==> src/rtl/pef_defs.vh <==
// register offsets, field positions and reset values of the phy event flag block
`ifndef PEF_DEFS_VH
`define PEF_DEFS_VH

// register indices on the management port
`define PEF_ADDR_CABLE_LEN     5'h1c
`define PEF_ADDR_EVENT_SRC     5'h1d
`define PEF_ADDR_EVENT_MASK    5'h1e

// cable length field
`define PEF_CBL_MSB            15
`define PEF_CBL_LSB            12
`define PEF_CBL_RESET          4'h0
`define PEF_CBL_LOW_READ       12'h000

// event flag field, bits 9 down to 1
`define PEF_EVT_MSB            9
`define PEF_EVT_LSB            1
`define PEF_EVT_RESET          9'h000
`define PEF_MASK_RESET         9'h000

// event bit positions inside the 9-bit field (register bit minus one)
`define PEF_EV_LINK_UP         8
`define PEF_EV_WAKE            7
`define PEF_EV_ENERGY          6
`define PEF_EV_AN_DONE         5
`define PEF_EV_REMOTE_FAULT    4
`define PEF_EV_LINK_DOWN       3
`define PEF_EV_PARTNER_ACK     2
`define PEF_EV_PD_FAULT        1
`define PEF_EV_PAGE_RX         0

// link speed codes from the speed indication field
`define PEF_SPD_100_HD         3'h2
`define PEF_SPD_100_FD         3'h6

`endif

==> src/rtl/pef_phy_event_flags.v <==
// per-port phy event flags, enable mask, cable length register and interrupt request
`timescale 1ns/10ps
`default_nettype none
`include "pef_defs.vh"

////////////////////////////////////////////////////////////////////////////////
// Functional notes
// - cable length estimate sits in bits 15:12, resets to zero.
// - estimate valid only on 100BASE-TX link without open or short.
// - no estimate given while the link runs 10BASE-T.
// - flags latch high on enabled events; software cannot write them.
// - reading the source register clears all flags; flags reset to zero.
// - bit 9 latches on link coming up.
// - bit 8 latches on wake-on-LAN event.
// - bit 7 latches when energy present status becomes set.
// - bit 6 latches on auto-negotiation completion.
// - bit 5 latches on remote fault detection.
// - bit 4 latches on link going down.
// - bit 3 latches on link partner acknowledge.
// - bit 2 latches on parallel detection fault.
// - bit 1 latches on page received; bits 15:10 and 0 reserved.
// - mask bits 9..1 enable the matching flag; reset to zero.
// - mask bits 15:10 and 0 reserved, read-only.
module pef_phy_event_flags (
	input  wire        clk_in,
	input  wire        rst_in,
	// register port
	input  wire [4:0]  reg_addr_in,
	input  wire [15:0] reg_wdata_in,
	input  wire        reg_wr_in,
	input  wire        reg_rd_in,
	output reg  [15:0] reg_rdata_out,
	// link-side status, same clock
	input  wire        link_status_in,
	input  wire        wake_event_in,
	input  wire        energy_present_status_in,
	input  wire        autoneg_done_in,
	input  wire        remote_fault_in,
	input  wire        partner_ack_in,
	input  wire        parallel_detect_fault_in,
	input  wire        page_received_in,
	input  wire [2:0]  link_speed_in,
	input  wire        cable_fault_in,
	input  wire [3:0]  cable_length_meas_in,
	// interrupt
	output wire        phy_irq_out
);

	////////////////////////////////////////////////////////////////////////////
	// state
	wire [8:0]  event_flags;
	wire [8:0]  event_enable;
	reg  [3:0]  cable_length_estimate_r;
	reg  [3:0]  cable_length_estimate_nxt;
	wire [8:0]  event_hits;
	wire        link_rise;
	wire        link_fall;
	wire        energy_rise;
	wire        autoneg_rise;
	wire        rd_src;
	wire        wr_mask;
	wire        is_100tx;

	////////////////////////////////////////////////////////////////////////////
	// level sources become one-cycle edges; history resets low, so no false fall
	pef_edge_detect #(
		.RISING (1)
	) i_link_up_edge (
		.clk_in   (clk_in),
		.rst_in   (rst_in),
		.level_in (link_status_in),
		.edge_out (link_rise)
	);

	pef_edge_detect #(
		.RISING (0)
	) i_link_down_edge (
		.clk_in   (clk_in),
		.rst_in   (rst_in),
		.level_in (link_status_in),
		.edge_out (link_fall)
	);

	pef_edge_detect #(
		.RISING (1)
	) i_energy_edge (
		.clk_in   (clk_in),
		.rst_in   (rst_in),
		.level_in (energy_present_status_in),
		.edge_out (energy_rise)
	);

	pef_edge_detect #(
		.RISING (1)
	) i_autoneg_edge (
		.clk_in   (clk_in),
		.rst_in   (rst_in),
		.level_in (autoneg_done_in),
		.edge_out (autoneg_rise)
	);

	// edges and pulses onto flag positions; pulses count once per high cycle
	assign event_hits[`PEF_EV_LINK_UP]      = link_rise;
	assign event_hits[`PEF_EV_WAKE]         = wake_event_in;
	assign event_hits[`PEF_EV_ENERGY]       = energy_rise;
	assign event_hits[`PEF_EV_AN_DONE]      = autoneg_rise;
	assign event_hits[`PEF_EV_REMOTE_FAULT] = remote_fault_in;
	assign event_hits[`PEF_EV_LINK_DOWN]    = link_fall;
	assign event_hits[`PEF_EV_PARTNER_ACK]  = partner_ack_in;
	assign event_hits[`PEF_EV_PD_FAULT]     = parallel_detect_fault_in;
	assign event_hits[`PEF_EV_PAGE_RX]      = page_received_in;

	// register strobes decoded once, shared by every flag and enable bit
	assign rd_src  = reg_rd_in & (reg_addr_in == `PEF_ADDR_EVENT_SRC);
	assign wr_mask = reg_wr_in & (reg_addr_in == `PEF_ADDR_EVENT_MASK);

	////////////////////////////////////////////////////////////////////////////
	// one sticky flag per event; a clearing read loses to a same-cycle event
	pef_event_latch i_link_up_flag (
		.clk_in    (clk_in),
		.rst_in    (rst_in),
		.hit_in    (event_hits[`PEF_EV_LINK_UP]),
		.enable_in (event_enable[`PEF_EV_LINK_UP]),
		.clear_in  (rd_src),
		.flag_out  (event_flags[`PEF_EV_LINK_UP])
	);
	pef_event_latch i_wake_event_flag (
		.clk_in    (clk_in),
		.rst_in    (rst_in),
		.hit_in    (event_hits[`PEF_EV_WAKE]),
		.enable_in (event_enable[`PEF_EV_WAKE]),
		.clear_in  (rd_src),
		.flag_out  (event_flags[`PEF_EV_WAKE])
	);
	pef_event_latch i_energy_detect_flag (
		.clk_in    (clk_in),
		.rst_in    (rst_in),
		.hit_in    (event_hits[`PEF_EV_ENERGY]),
		.enable_in (event_enable[`PEF_EV_ENERGY]),
		.clear_in  (rd_src),
		.flag_out  (event_flags[`PEF_EV_ENERGY])
	);
	pef_event_latch i_autoneg_done_flag (
		.clk_in    (clk_in),
		.rst_in    (rst_in),
		.hit_in    (event_hits[`PEF_EV_AN_DONE]),
		.enable_in (event_enable[`PEF_EV_AN_DONE]),
		.clear_in  (rd_src),
		.flag_out  (event_flags[`PEF_EV_AN_DONE])
	);
	pef_event_latch i_remote_fault_flag (
		.clk_in    (clk_in),
		.rst_in    (rst_in),
		.hit_in    (event_hits[`PEF_EV_REMOTE_FAULT]),
		.enable_in (event_enable[`PEF_EV_REMOTE_FAULT]),
		.clear_in  (rd_src),
		.flag_out  (event_flags[`PEF_EV_REMOTE_FAULT])
	);
	pef_event_latch i_link_down_flag (
		.clk_in    (clk_in),
		.rst_in    (rst_in),
		.hit_in    (event_hits[`PEF_EV_LINK_DOWN]),
		.enable_in (event_enable[`PEF_EV_LINK_DOWN]),
		.clear_in  (rd_src),
		.flag_out  (event_flags[`PEF_EV_LINK_DOWN])
	);
	pef_event_latch i_partner_ack_flag (
		.clk_in    (clk_in),
		.rst_in    (rst_in),
		.hit_in    (event_hits[`PEF_EV_PARTNER_ACK]),
		.enable_in (event_enable[`PEF_EV_PARTNER_ACK]),
		.clear_in  (rd_src),
		.flag_out  (event_flags[`PEF_EV_PARTNER_ACK])
	);
	pef_event_latch i_parallel_detect_fault_flag (
		.clk_in    (clk_in),
		.rst_in    (rst_in),
		.hit_in    (event_hits[`PEF_EV_PD_FAULT]),
		.enable_in (event_enable[`PEF_EV_PD_FAULT]),
		.clear_in  (rd_src),
		.flag_out  (event_flags[`PEF_EV_PD_FAULT])
	);
	pef_event_latch i_page_received_flag (
		.clk_in    (clk_in),
		.rst_in    (rst_in),
		.hit_in    (event_hits[`PEF_EV_PAGE_RX]),
		.enable_in (event_enable[`PEF_EV_PAGE_RX]),
		.clear_in  (rd_src),
		.flag_out  (event_flags[`PEF_EV_PAGE_RX])
	);

	////////////////////////////////////////////////////////////////////////////
	// mask register: only bits 9..1 are stored, the reserved bits read as zero
	pef_enable_bit i_link_up_enable (
		.clk_in     (clk_in),
		.rst_in     (rst_in),
		.wr_in      (wr_mask),
		.wdata_in   (reg_wdata_in[`PEF_EV_LINK_UP + `PEF_EVT_LSB]),
		.enable_out (event_enable[`PEF_EV_LINK_UP])
	);
	pef_enable_bit i_wake_event_enable (
		.clk_in     (clk_in),
		.rst_in     (rst_in),
		.wr_in      (wr_mask),
		.wdata_in   (reg_wdata_in[`PEF_EV_WAKE + `PEF_EVT_LSB]),
		.enable_out (event_enable[`PEF_EV_WAKE])
	);
	pef_enable_bit i_energy_detect_enable (
		.clk_in     (clk_in),
		.rst_in     (rst_in),
		.wr_in      (wr_mask),
		.wdata_in   (reg_wdata_in[`PEF_EV_ENERGY + `PEF_EVT_LSB]),
		.enable_out (event_enable[`PEF_EV_ENERGY])
	);
	pef_enable_bit i_autoneg_done_enable (
		.clk_in     (clk_in),
		.rst_in     (rst_in),
		.wr_in      (wr_mask),
		.wdata_in   (reg_wdata_in[`PEF_EV_AN_DONE + `PEF_EVT_LSB]),
		.enable_out (event_enable[`PEF_EV_AN_DONE])
	);
	pef_enable_bit i_remote_fault_enable (
		.clk_in     (clk_in),
		.rst_in     (rst_in),
		.wr_in      (wr_mask),
		.wdata_in   (reg_wdata_in[`PEF_EV_REMOTE_FAULT + `PEF_EVT_LSB]),
		.enable_out (event_enable[`PEF_EV_REMOTE_FAULT])
	);
	pef_enable_bit i_link_down_enable (
		.clk_in     (clk_in),
		.rst_in     (rst_in),
		.wr_in      (wr_mask),
		.wdata_in   (reg_wdata_in[`PEF_EV_LINK_DOWN + `PEF_EVT_LSB]),
		.enable_out (event_enable[`PEF_EV_LINK_DOWN])
	);
	pef_enable_bit i_partner_ack_enable (
		.clk_in     (clk_in),
		.rst_in     (rst_in),
		.wr_in      (wr_mask),
		.wdata_in   (reg_wdata_in[`PEF_EV_PARTNER_ACK + `PEF_EVT_LSB]),
		.enable_out (event_enable[`PEF_EV_PARTNER_ACK])
	);
	pef_enable_bit i_parallel_detect_fault_enable (
		.clk_in     (clk_in),
		.rst_in     (rst_in),
		.wr_in      (wr_mask),
		.wdata_in   (reg_wdata_in[`PEF_EV_PD_FAULT + `PEF_EVT_LSB]),
		.enable_out (event_enable[`PEF_EV_PD_FAULT])
	);
	pef_enable_bit i_page_received_enable (
		.clk_in     (clk_in),
		.rst_in     (rst_in),
		.wr_in      (wr_mask),
		.wdata_in   (reg_wdata_in[`PEF_EV_PAGE_RX + `PEF_EVT_LSB]),
		.enable_out (event_enable[`PEF_EV_PAGE_RX])
	);

	////////////////////////////////////////////////////////////////////////////
	// cable length estimate: held at zero unless a clean 100BASE-TX link
	assign is_100tx = (link_speed_in == `PEF_SPD_100_HD) | (link_speed_in == `PEF_SPD_100_FD);

	always @* begin
		cable_length_estimate_nxt = `PEF_CBL_RESET;
		if (link_status_in && is_100tx && !cable_fault_in) begin
			cable_length_estimate_nxt = cable_length_meas_in;
		end
	end

	// writes to the low reserved bits are accepted and dropped
	always @(posedge clk_in or posedge rst_in) begin
		if (rst_in) begin
			cable_length_estimate_r <= `PEF_CBL_RESET;
		end else begin
			cable_length_estimate_r <= cable_length_estimate_nxt;
		end
	end

	////////////////////////////////////////////////////////////////////////////
	// read data, one cycle after the strobe; unmapped reads return zero
	always @(posedge clk_in or posedge rst_in) begin
		if (rst_in) begin
			reg_rdata_out <= 16'h0000;
		end else if (reg_rd_in) begin
			case (reg_addr_in)
				`PEF_ADDR_CABLE_LEN:  reg_rdata_out <= {cable_length_estimate_r, `PEF_CBL_LOW_READ};
				`PEF_ADDR_EVENT_SRC:  reg_rdata_out <= {6'h00, event_flags, 1'b0};
				`PEF_ADDR_EVENT_MASK: reg_rdata_out <= {6'h00, event_enable, 1'b0};
				default:              reg_rdata_out <= 16'h0000;
			endcase
		end else begin
			reg_rdata_out <= 16'h0000;
		end
	end

	// level interrupt; flags only set when enabled so gating again covers a later mask
	assign phy_irq_out = |(event_flags & event_enable);

endmodule // pef_phy_event_flags

////////////////////////////////////////////////////////////////////////////////
// edge finder for a level that shares the block clock
module pef_edge_detect #(
	parameter RISING = 1
) (
	input  wire clk_in,
	input  wire rst_in,
	input  wire level_in,
	output wire edge_out
);

	reg level_d_r;

	// history of the level, one clock old
	always @(posedge clk_in or posedge rst_in) begin
		if (rst_in) begin
			level_d_r <= 1'b0;
		end else begin
			level_d_r <= level_in;
		end
	end

	// pulse lasts exactly one clock, so a latch sees each change once
	assign edge_out = (RISING != 0) ? (level_in & ~level_d_r) : (~level_in & level_d_r);

endmodule // pef_edge_detect

////////////////////////////////////////////////////////////////////////////////
// one sticky event flag with enable gate and clear on read
module pef_event_latch (
	input  wire clk_in,
	input  wire rst_in,
	input  wire hit_in,
	input  wire enable_in,
	input  wire clear_in,
	output wire flag_out
);

	reg flag_r;
	reg flag_nxt;

	// a hit while masked is dropped for good; set beats a same-cycle clear
	always @* begin
		flag_nxt = flag_r;
		if (clear_in) begin
			flag_nxt = 1'b0;
		end
		if (hit_in && enable_in) begin
			flag_nxt = 1'b1;
		end
	end

	// no write path reaches the flag
	always @(posedge clk_in or posedge rst_in) begin
		if (rst_in) begin
			flag_r <= 1'b0;
		end else begin
			flag_r <= flag_nxt;
		end
	end

	assign flag_out = flag_r;

endmodule // pef_event_latch

////////////////////////////////////////////////////////////////////////////////
// one read/write enable bit of the mask register
module pef_enable_bit (
	input  wire clk_in,
	input  wire rst_in,
	input  wire wr_in,
	input  wire wdata_in,
	output wire enable_out
);

	reg enable_r;

	// bit holds until the next mask write
	always @(posedge clk_in or posedge rst_in) begin
		if (rst_in) begin
			enable_r <= 1'b0;
		end else if (wr_in) begin
			enable_r <= wdata_in;
		end
	end

	assign enable_out = enable_r;

endmodule // pef_enable_bit
`default_nettype wire

==> config.mk <==
export PLATFORM = sky130hd
export DESIGN_NAME = pef_phy_event_flags
export DESIGN_NICKNAME = d
export VERILOG_FILES = /design/src/rtl/pef_phy_event_flags.v
export VERILOG_INCLUDE_DIRS = /design/src /design/src/rtl
export SDC_FILE = /design/constraint.sdc
export NUM_CORES = 1
export LEC_CHECK = 0
export BUFFER_PORTS_ARGS = -buffer_cell sky130_fd_sc_hd__buf_2
export CAP_MARGIN = 20
export CELL_PAD_IN_SITES_DETAIL_PLACEMENT = 0
export CELL_PAD_IN_SITES_GLOBAL_PLACEMENT = 1
export CORE_ASPECT_RATIO = 1.25
export CORE_MARGIN = 1.5
export CORE_UTILIZATION = 35
export DETAILED_ROUTE_END_ITERATION = 16
export PLACE_DENSITY_LB_ADDON = 0.1
export REMOVE_ABC_BUFFERS = 1
export SETUP_SLACK_MARGIN = 0.15
export SLEW_MARGIN = 20
export SYNTH_ARGS = -nofsm -noshare
export SYNTH_HDL_FRONTEND = slang
export SYNTH_HIERARCHICAL = 1
export SYNTH_SLANG_ARGS = --single-unit
export TNS_END_PERCENT = 5
==> constraint.sdc <==
create_clock -name clk_in -period 2.61 [get_ports clk_in]
set_input_delay 0.261 -clock clk_in [delete_from_list [all_inputs] [get_ports clk_in]]
set_output_delay 0.261 -clock clk_in [all_outputs]
set_load 0.01 [all_outputs]
[After elaboration in Yosys (flattened, before gate mapping)]
Index checks and enable logic that the tools add are counted.
Cells by class
  equal/unequal tests: 5
  multiplexer cells: 13
  bitwise gates (word level): 12
  reduce and logical (&&, ||, !) cells: 22
Operators with widths (number)
  one-hot mux 16 bit (3 select lines): 1
  nonzero test 2 bit: 9
  two-way mux 16 bit: 1
  equality test 5 bit, second input constant: 3
  logical AND 1 bit: 11
  two-way mux 1 bit: 10
  AND 9 bit: 1
  OR reduction 9 bit: 1
  AND 1 bit: 6
  two-way mux 4 bit: 1
  inverter 1 bit: 4
  equality test 3 x 2 -> 1 bit, second input constant: 1
  equality test 3 bit, second input constant: 1
  zero test 1 bit: 1
  bitwise OR 1 bit: 1
Word-level totals
  bits in registers: 41
  input port bits: 41

[Longest topological paths before layout]
  depth in word-level cells: 5
  mapped depth: 5

[Cells and area by module]
The synthesis kept the hierarchy.
Modules (own cells, without submodules)
  pef_phy_event_flags: instances 1, cells an instance 65, area each 805.8 um^2
  pef_event_latch: instances 9, cells an instance 5, area each 45.0 um^2
  pef_enable_bit: instances 9, cells an instance 3, area each 43.8 um^2
  pef_edge_detect: instances 4, cells an instance 3, area each 42.5 um^2

[Least setup slack after synthesis]
Ideal clock, no wire load.
  path type: input to register
  start: input port reg_addr_in[1]
  end: register i_autoneg_done_enable.enable_r (netlist: i_autoneg_done_enable/enable_out)
  library setup time: 0.125 ns
  data arrival time: 1.566 ns
  data required time: 2.485 ns
  slack: 0.919 ns
  stages: 5
  cell sequence: nor2b_2 buf_6 nand2_1 nor2_1 mux2_4
On the way
  cells in the longest elaborated chain, start to end: 2
RTL lines
  from (decl): RTL line pef_phy_event_flags.v:28  | input wire [4:0] reg_addr_in,
  equality test 5 bit
  AND 1 bit: RTL line pef_phy_event_flags.v:115  | assign wr_mask = reg_wr_in & (reg_addr_in == `PEF_ADDR_EVENT_MASK);
  via wr_mask: RTL line pef_phy_event_flags.v:61  | wire wr_mask;
  to (signal assigned): RTL line pef_phy_event_flags.v:382  | enable_r <= wdata_in;
  to (decl): RTL line pef_phy_event_flags.v:375  | reg enable_r;
The timed path passes the listed nets, and every way through them passes these cells.
A chain may end at the register's enable or synchronous reset.

[Worst setup path in the final report]
  start: register i_remote_fault_enable.enable_r (netlist: i_remote_fault_enable/enable_out)
  end: output port phy_irq_out
On the way
  cells in the longest elaborated chain, start to end: 2
RTL lines
  from (decl): RTL line pef_phy_event_flags.v:375
  from (signal assigned): RTL line pef_phy_event_flags.v:382
  AND 9 bit: RTL line pef_phy_event_flags.v:296  | assign phy_irq_out = |(event_flags & event_enable);
  OR reduction 9 bit: RTL line pef_phy_event_flags.v:296
  to (decl): RTL line pef_phy_event_flags.v:46  | output wire phy_irq_out
Every way passes these cells.

==> results.json <==
{
  "cts_tree": "built",
  "wl_met2_um": 1640,
  "finalCriticalPeriod_ns": 1.74,
  "clk_latency_ns": 0.28,
  "start_kind": "flip-flop",
  "cts.sinks": 39,
  "grt_start_max_net_pins": 24,
  "required_ns": 2.35,
  "hold_violations": 0,
  "gp_congestion": 0.725,
  "clockBufferDepth": 2,
  "ir_worst_vdd_uv": 310,
  "yosysSeqAreaShare_pct": 55.0,
  "totalWireLength_um": 3290,
  "wl_per_cell_um": 12.4,
  "io_buffer_count": 46,
  "largest_register_ffs": 13,
  "r2r-start": "i_link_up_enable/enable_out",
  "report.final.slew_viol_count": 0,
  "dieWidth_um": 66.7,
  "boundaryPins": 58,
  "r2r_setup_slack_ns": 1.78,
  "setup_tns_ns": 0,
  "core.rowCount": 28,
  "final_nets": 246,
  "post-cts-setup-buffers": 0,
  "p_leak_nw": 1.19,
  "cts-buffers-inserted": 5,
  "relSlewSlack_pct": 59.0,
  "htree_num_levels": 2,
  "worstSetupPathType": "reg2out",
  "grt_pass1_wl_um": 5350,
  "worst_pin_slew_ns": 0.614,
  "met1_length_um": 1390,
  "remaining_drc_errors": 0,
  "critPathMaxFanout": 4,
  "wl_met3_um": 204,
  "ys_warn_count": 6,
  "powerDensity_mw_per_mm2": 661,
  "min_path_type": "in2reg",
  "holdPathEnd": "i_energy_edge/level_d_r",
  "r2r_cells": 1,
  "worstPathArrival_ns": 1.48,
  "coreArea_mm2": 0.00480,
  "post_cts_resized": 0,
  "first_iter_violations": 47,
  "min_period_over_period_pct": 66.9,
  "path_clk_slew_ns": 0.08,
  "hold_depth": 1,
  "syn2layout_area_growth_pct": 24.5,
  "cts-root-buf": "clkbuf_8",
  "yosysUniqueCellTypes": 25,
  "postSynthCellCount": 149,
  "syn_area_per_cell_um2": 11.9,
  "dieArea_mm2": 0.00551,
  "routed.top_layer": "met4",
  "finalPower_w": 0.00146,
  "min_from": "energy_present_status_in",
  "grt_pass1_vias": 1128,
  "dr_total_vias": 1181,
  "ys_ff_latch": 39,
  "synth.cell_area_mm2": 0.00178,
  "drtPass1Iterations": 4,
  "rsz0062_at_grt": "false",
  "start_util_pct": 37.0,
  "antenna_found_initial": 0,
  "top_regs": "reg_rdata_out (13), cable_length_estimate_r (4)",
  "critPathCaptureType": "primary output",
  "setup_viol": 0,
  "r2r_end": "i_link_up_enable/enable_out",
  "grt_overflow": 0,
  "fin_skew_ns": 0.00718,
  "antenna_cells": 0,
  "dp_hpwl_um": 2400,
  "vias_per_cell": 4.44,
  "die_y_um": 82.6,
  "grt_use_total_pct": 13.3,
  "drive_gt1_share_pct": 50.0,
  "outcome": "finished, final reports clean",
  "fmax_mhz": 573,
  "drtAntennaViolNets": 0,
  "maxCapViolations": 0,
  "max_flop_register": "reg_rdata_out"
}
## cell usage after synthesis
library cell,count,area share [%]
a221oi_1,1,0.49
inv_1,32,6.8
nand2_1,10,2.1
dfrtp_1,39,55
nor2_1,1,0.21
a22oi_1,1,0.42
conb_1,1,0.21
buf_2,1,0.28
mux2_4,9,7.6
o21ai_2,9,4.4
nor2_2,9,3.2
a22o_1,1,0.49
nand4_1,1,0.35
nor2b_2,1,0.49
and4bb_2,1,0.70
nor2b_1,1,0.35
and2b_1,1,0.42
a22oi_2,9,6.3
nor2b_4,4,3.1
nor3_2,1,0.56
buf_4,3,1.3
nand3_1,2,0.56
and2_1,8,2.8
buf_6,2,1.3
a222oi_1,1,0.56
## worst max path at each step
| stage | start | end | cells past startpoint |
|---|---|---|---|
| after detailed placement | reg_addr_in[1] | i_wake_event_enable/enable_out | 7 |
| after global placement | reg_addr_in[1] | i_remote_fault_enable/enable_out | 7 |
| after floorplan | reg_addr_in[1] | i_autoneg_done_enable/enable_out | 4 |
| final | i_remote_fault_enable/enable_out | phy_irq_out | 4 |
| after CTS | i_remote_fault_enable/enable_out | phy_irq_out | 4 |
| after global routing | i_remote_fault_enable/enable_out | phy_irq_out | 4 |
## per-stage QoR
step / setup slack, ns / cells / instance area, um^2 / hold WS (ns) / utilization [%]
global route: 0.770 / 266 / 2210 / 0.0727 / 46.1
finish: 0.865 / 266 / 2210 / 0.0921 / 46.1
global placement: 1.06 / 257 / 2080 / 0.306 / 43.4
CTS: 0.836 / 266 / 2210 / 0.0789 / 46.1
detailed placement: 1.05 / 257 / 2080 / 0.306 / 43.4
floorplan: 0.728 / 145 / 1730 / -0.0103 / -
## layout by cell type, fill, tap and decap left out, types with 2 or more instances in the layout
master and count:
nand3_1 2, clkbuf_8 6, o21ai_2 9, buf_2 46, nor2b_4 4, nor2_2 9
dfrtp_1 39, inv_1 32, and2_1 8, a22oi_2 9, conb_1 3, nand2_1 10
buf_4 6, mux2_4 9
## layer usage
layer | GRT usage [%] | vias up
met4 | 4.90 | 0
li1 | - | 573
met2 | 22.2 | 34
met5 | 0 | -
met3 | 4.20 | 5
met1 | 16.2 | 569
## area by class of cell
| type | instances | area [um^2] |
|---|---|---|
| sequential | 39 | 976 |
| multi-input combinational | 74 | 637 |
| fill | 471 | 2590 |
| timing repair buffer | 53 | 285 |
| clock buffer | 6 | 82.6 |
| inverter | 32 | 120 |
| clock inverter | 2 | 35.0 |
| tap | 60 | 75.1 |
## cell families after synthesis
group | after synthesis | synth area share [%]
AOI/OAI and AO/OA | 22 | 12.8
buffers and inverters | 38 | 9.58
and+or+nand+nor | 40 | 14.9
other | 1 | 0.211
DFF | 39 | 55.0
muxes | 9 | 7.61
## worst max-delay path, cell delays in order (launching register included)
cell      delay, ns
dfrtp_1        0.42
a22o_1         0.22
a221oi_1       0.27
nand3_1        0.13
buf_2          0.15
## where the power goes
part / total (W) / internal (W) / switching [W]
Combinational: 0.000220 / 0.000126 / 0.0000940
Clock: 0.000508 / 0.000309 / 0.000199
Sequential: 0.000733 / 0.000667 / 0.0000668
Total: 0.00146 / 0.00110 / 0.000359
## repair_timing
item                                    CTS  global route
endpoints found under the setup margin    0             0
hold endpoints to repair                 18             0
hold buffers                              1             0
(Power assumes the default switching activity.)
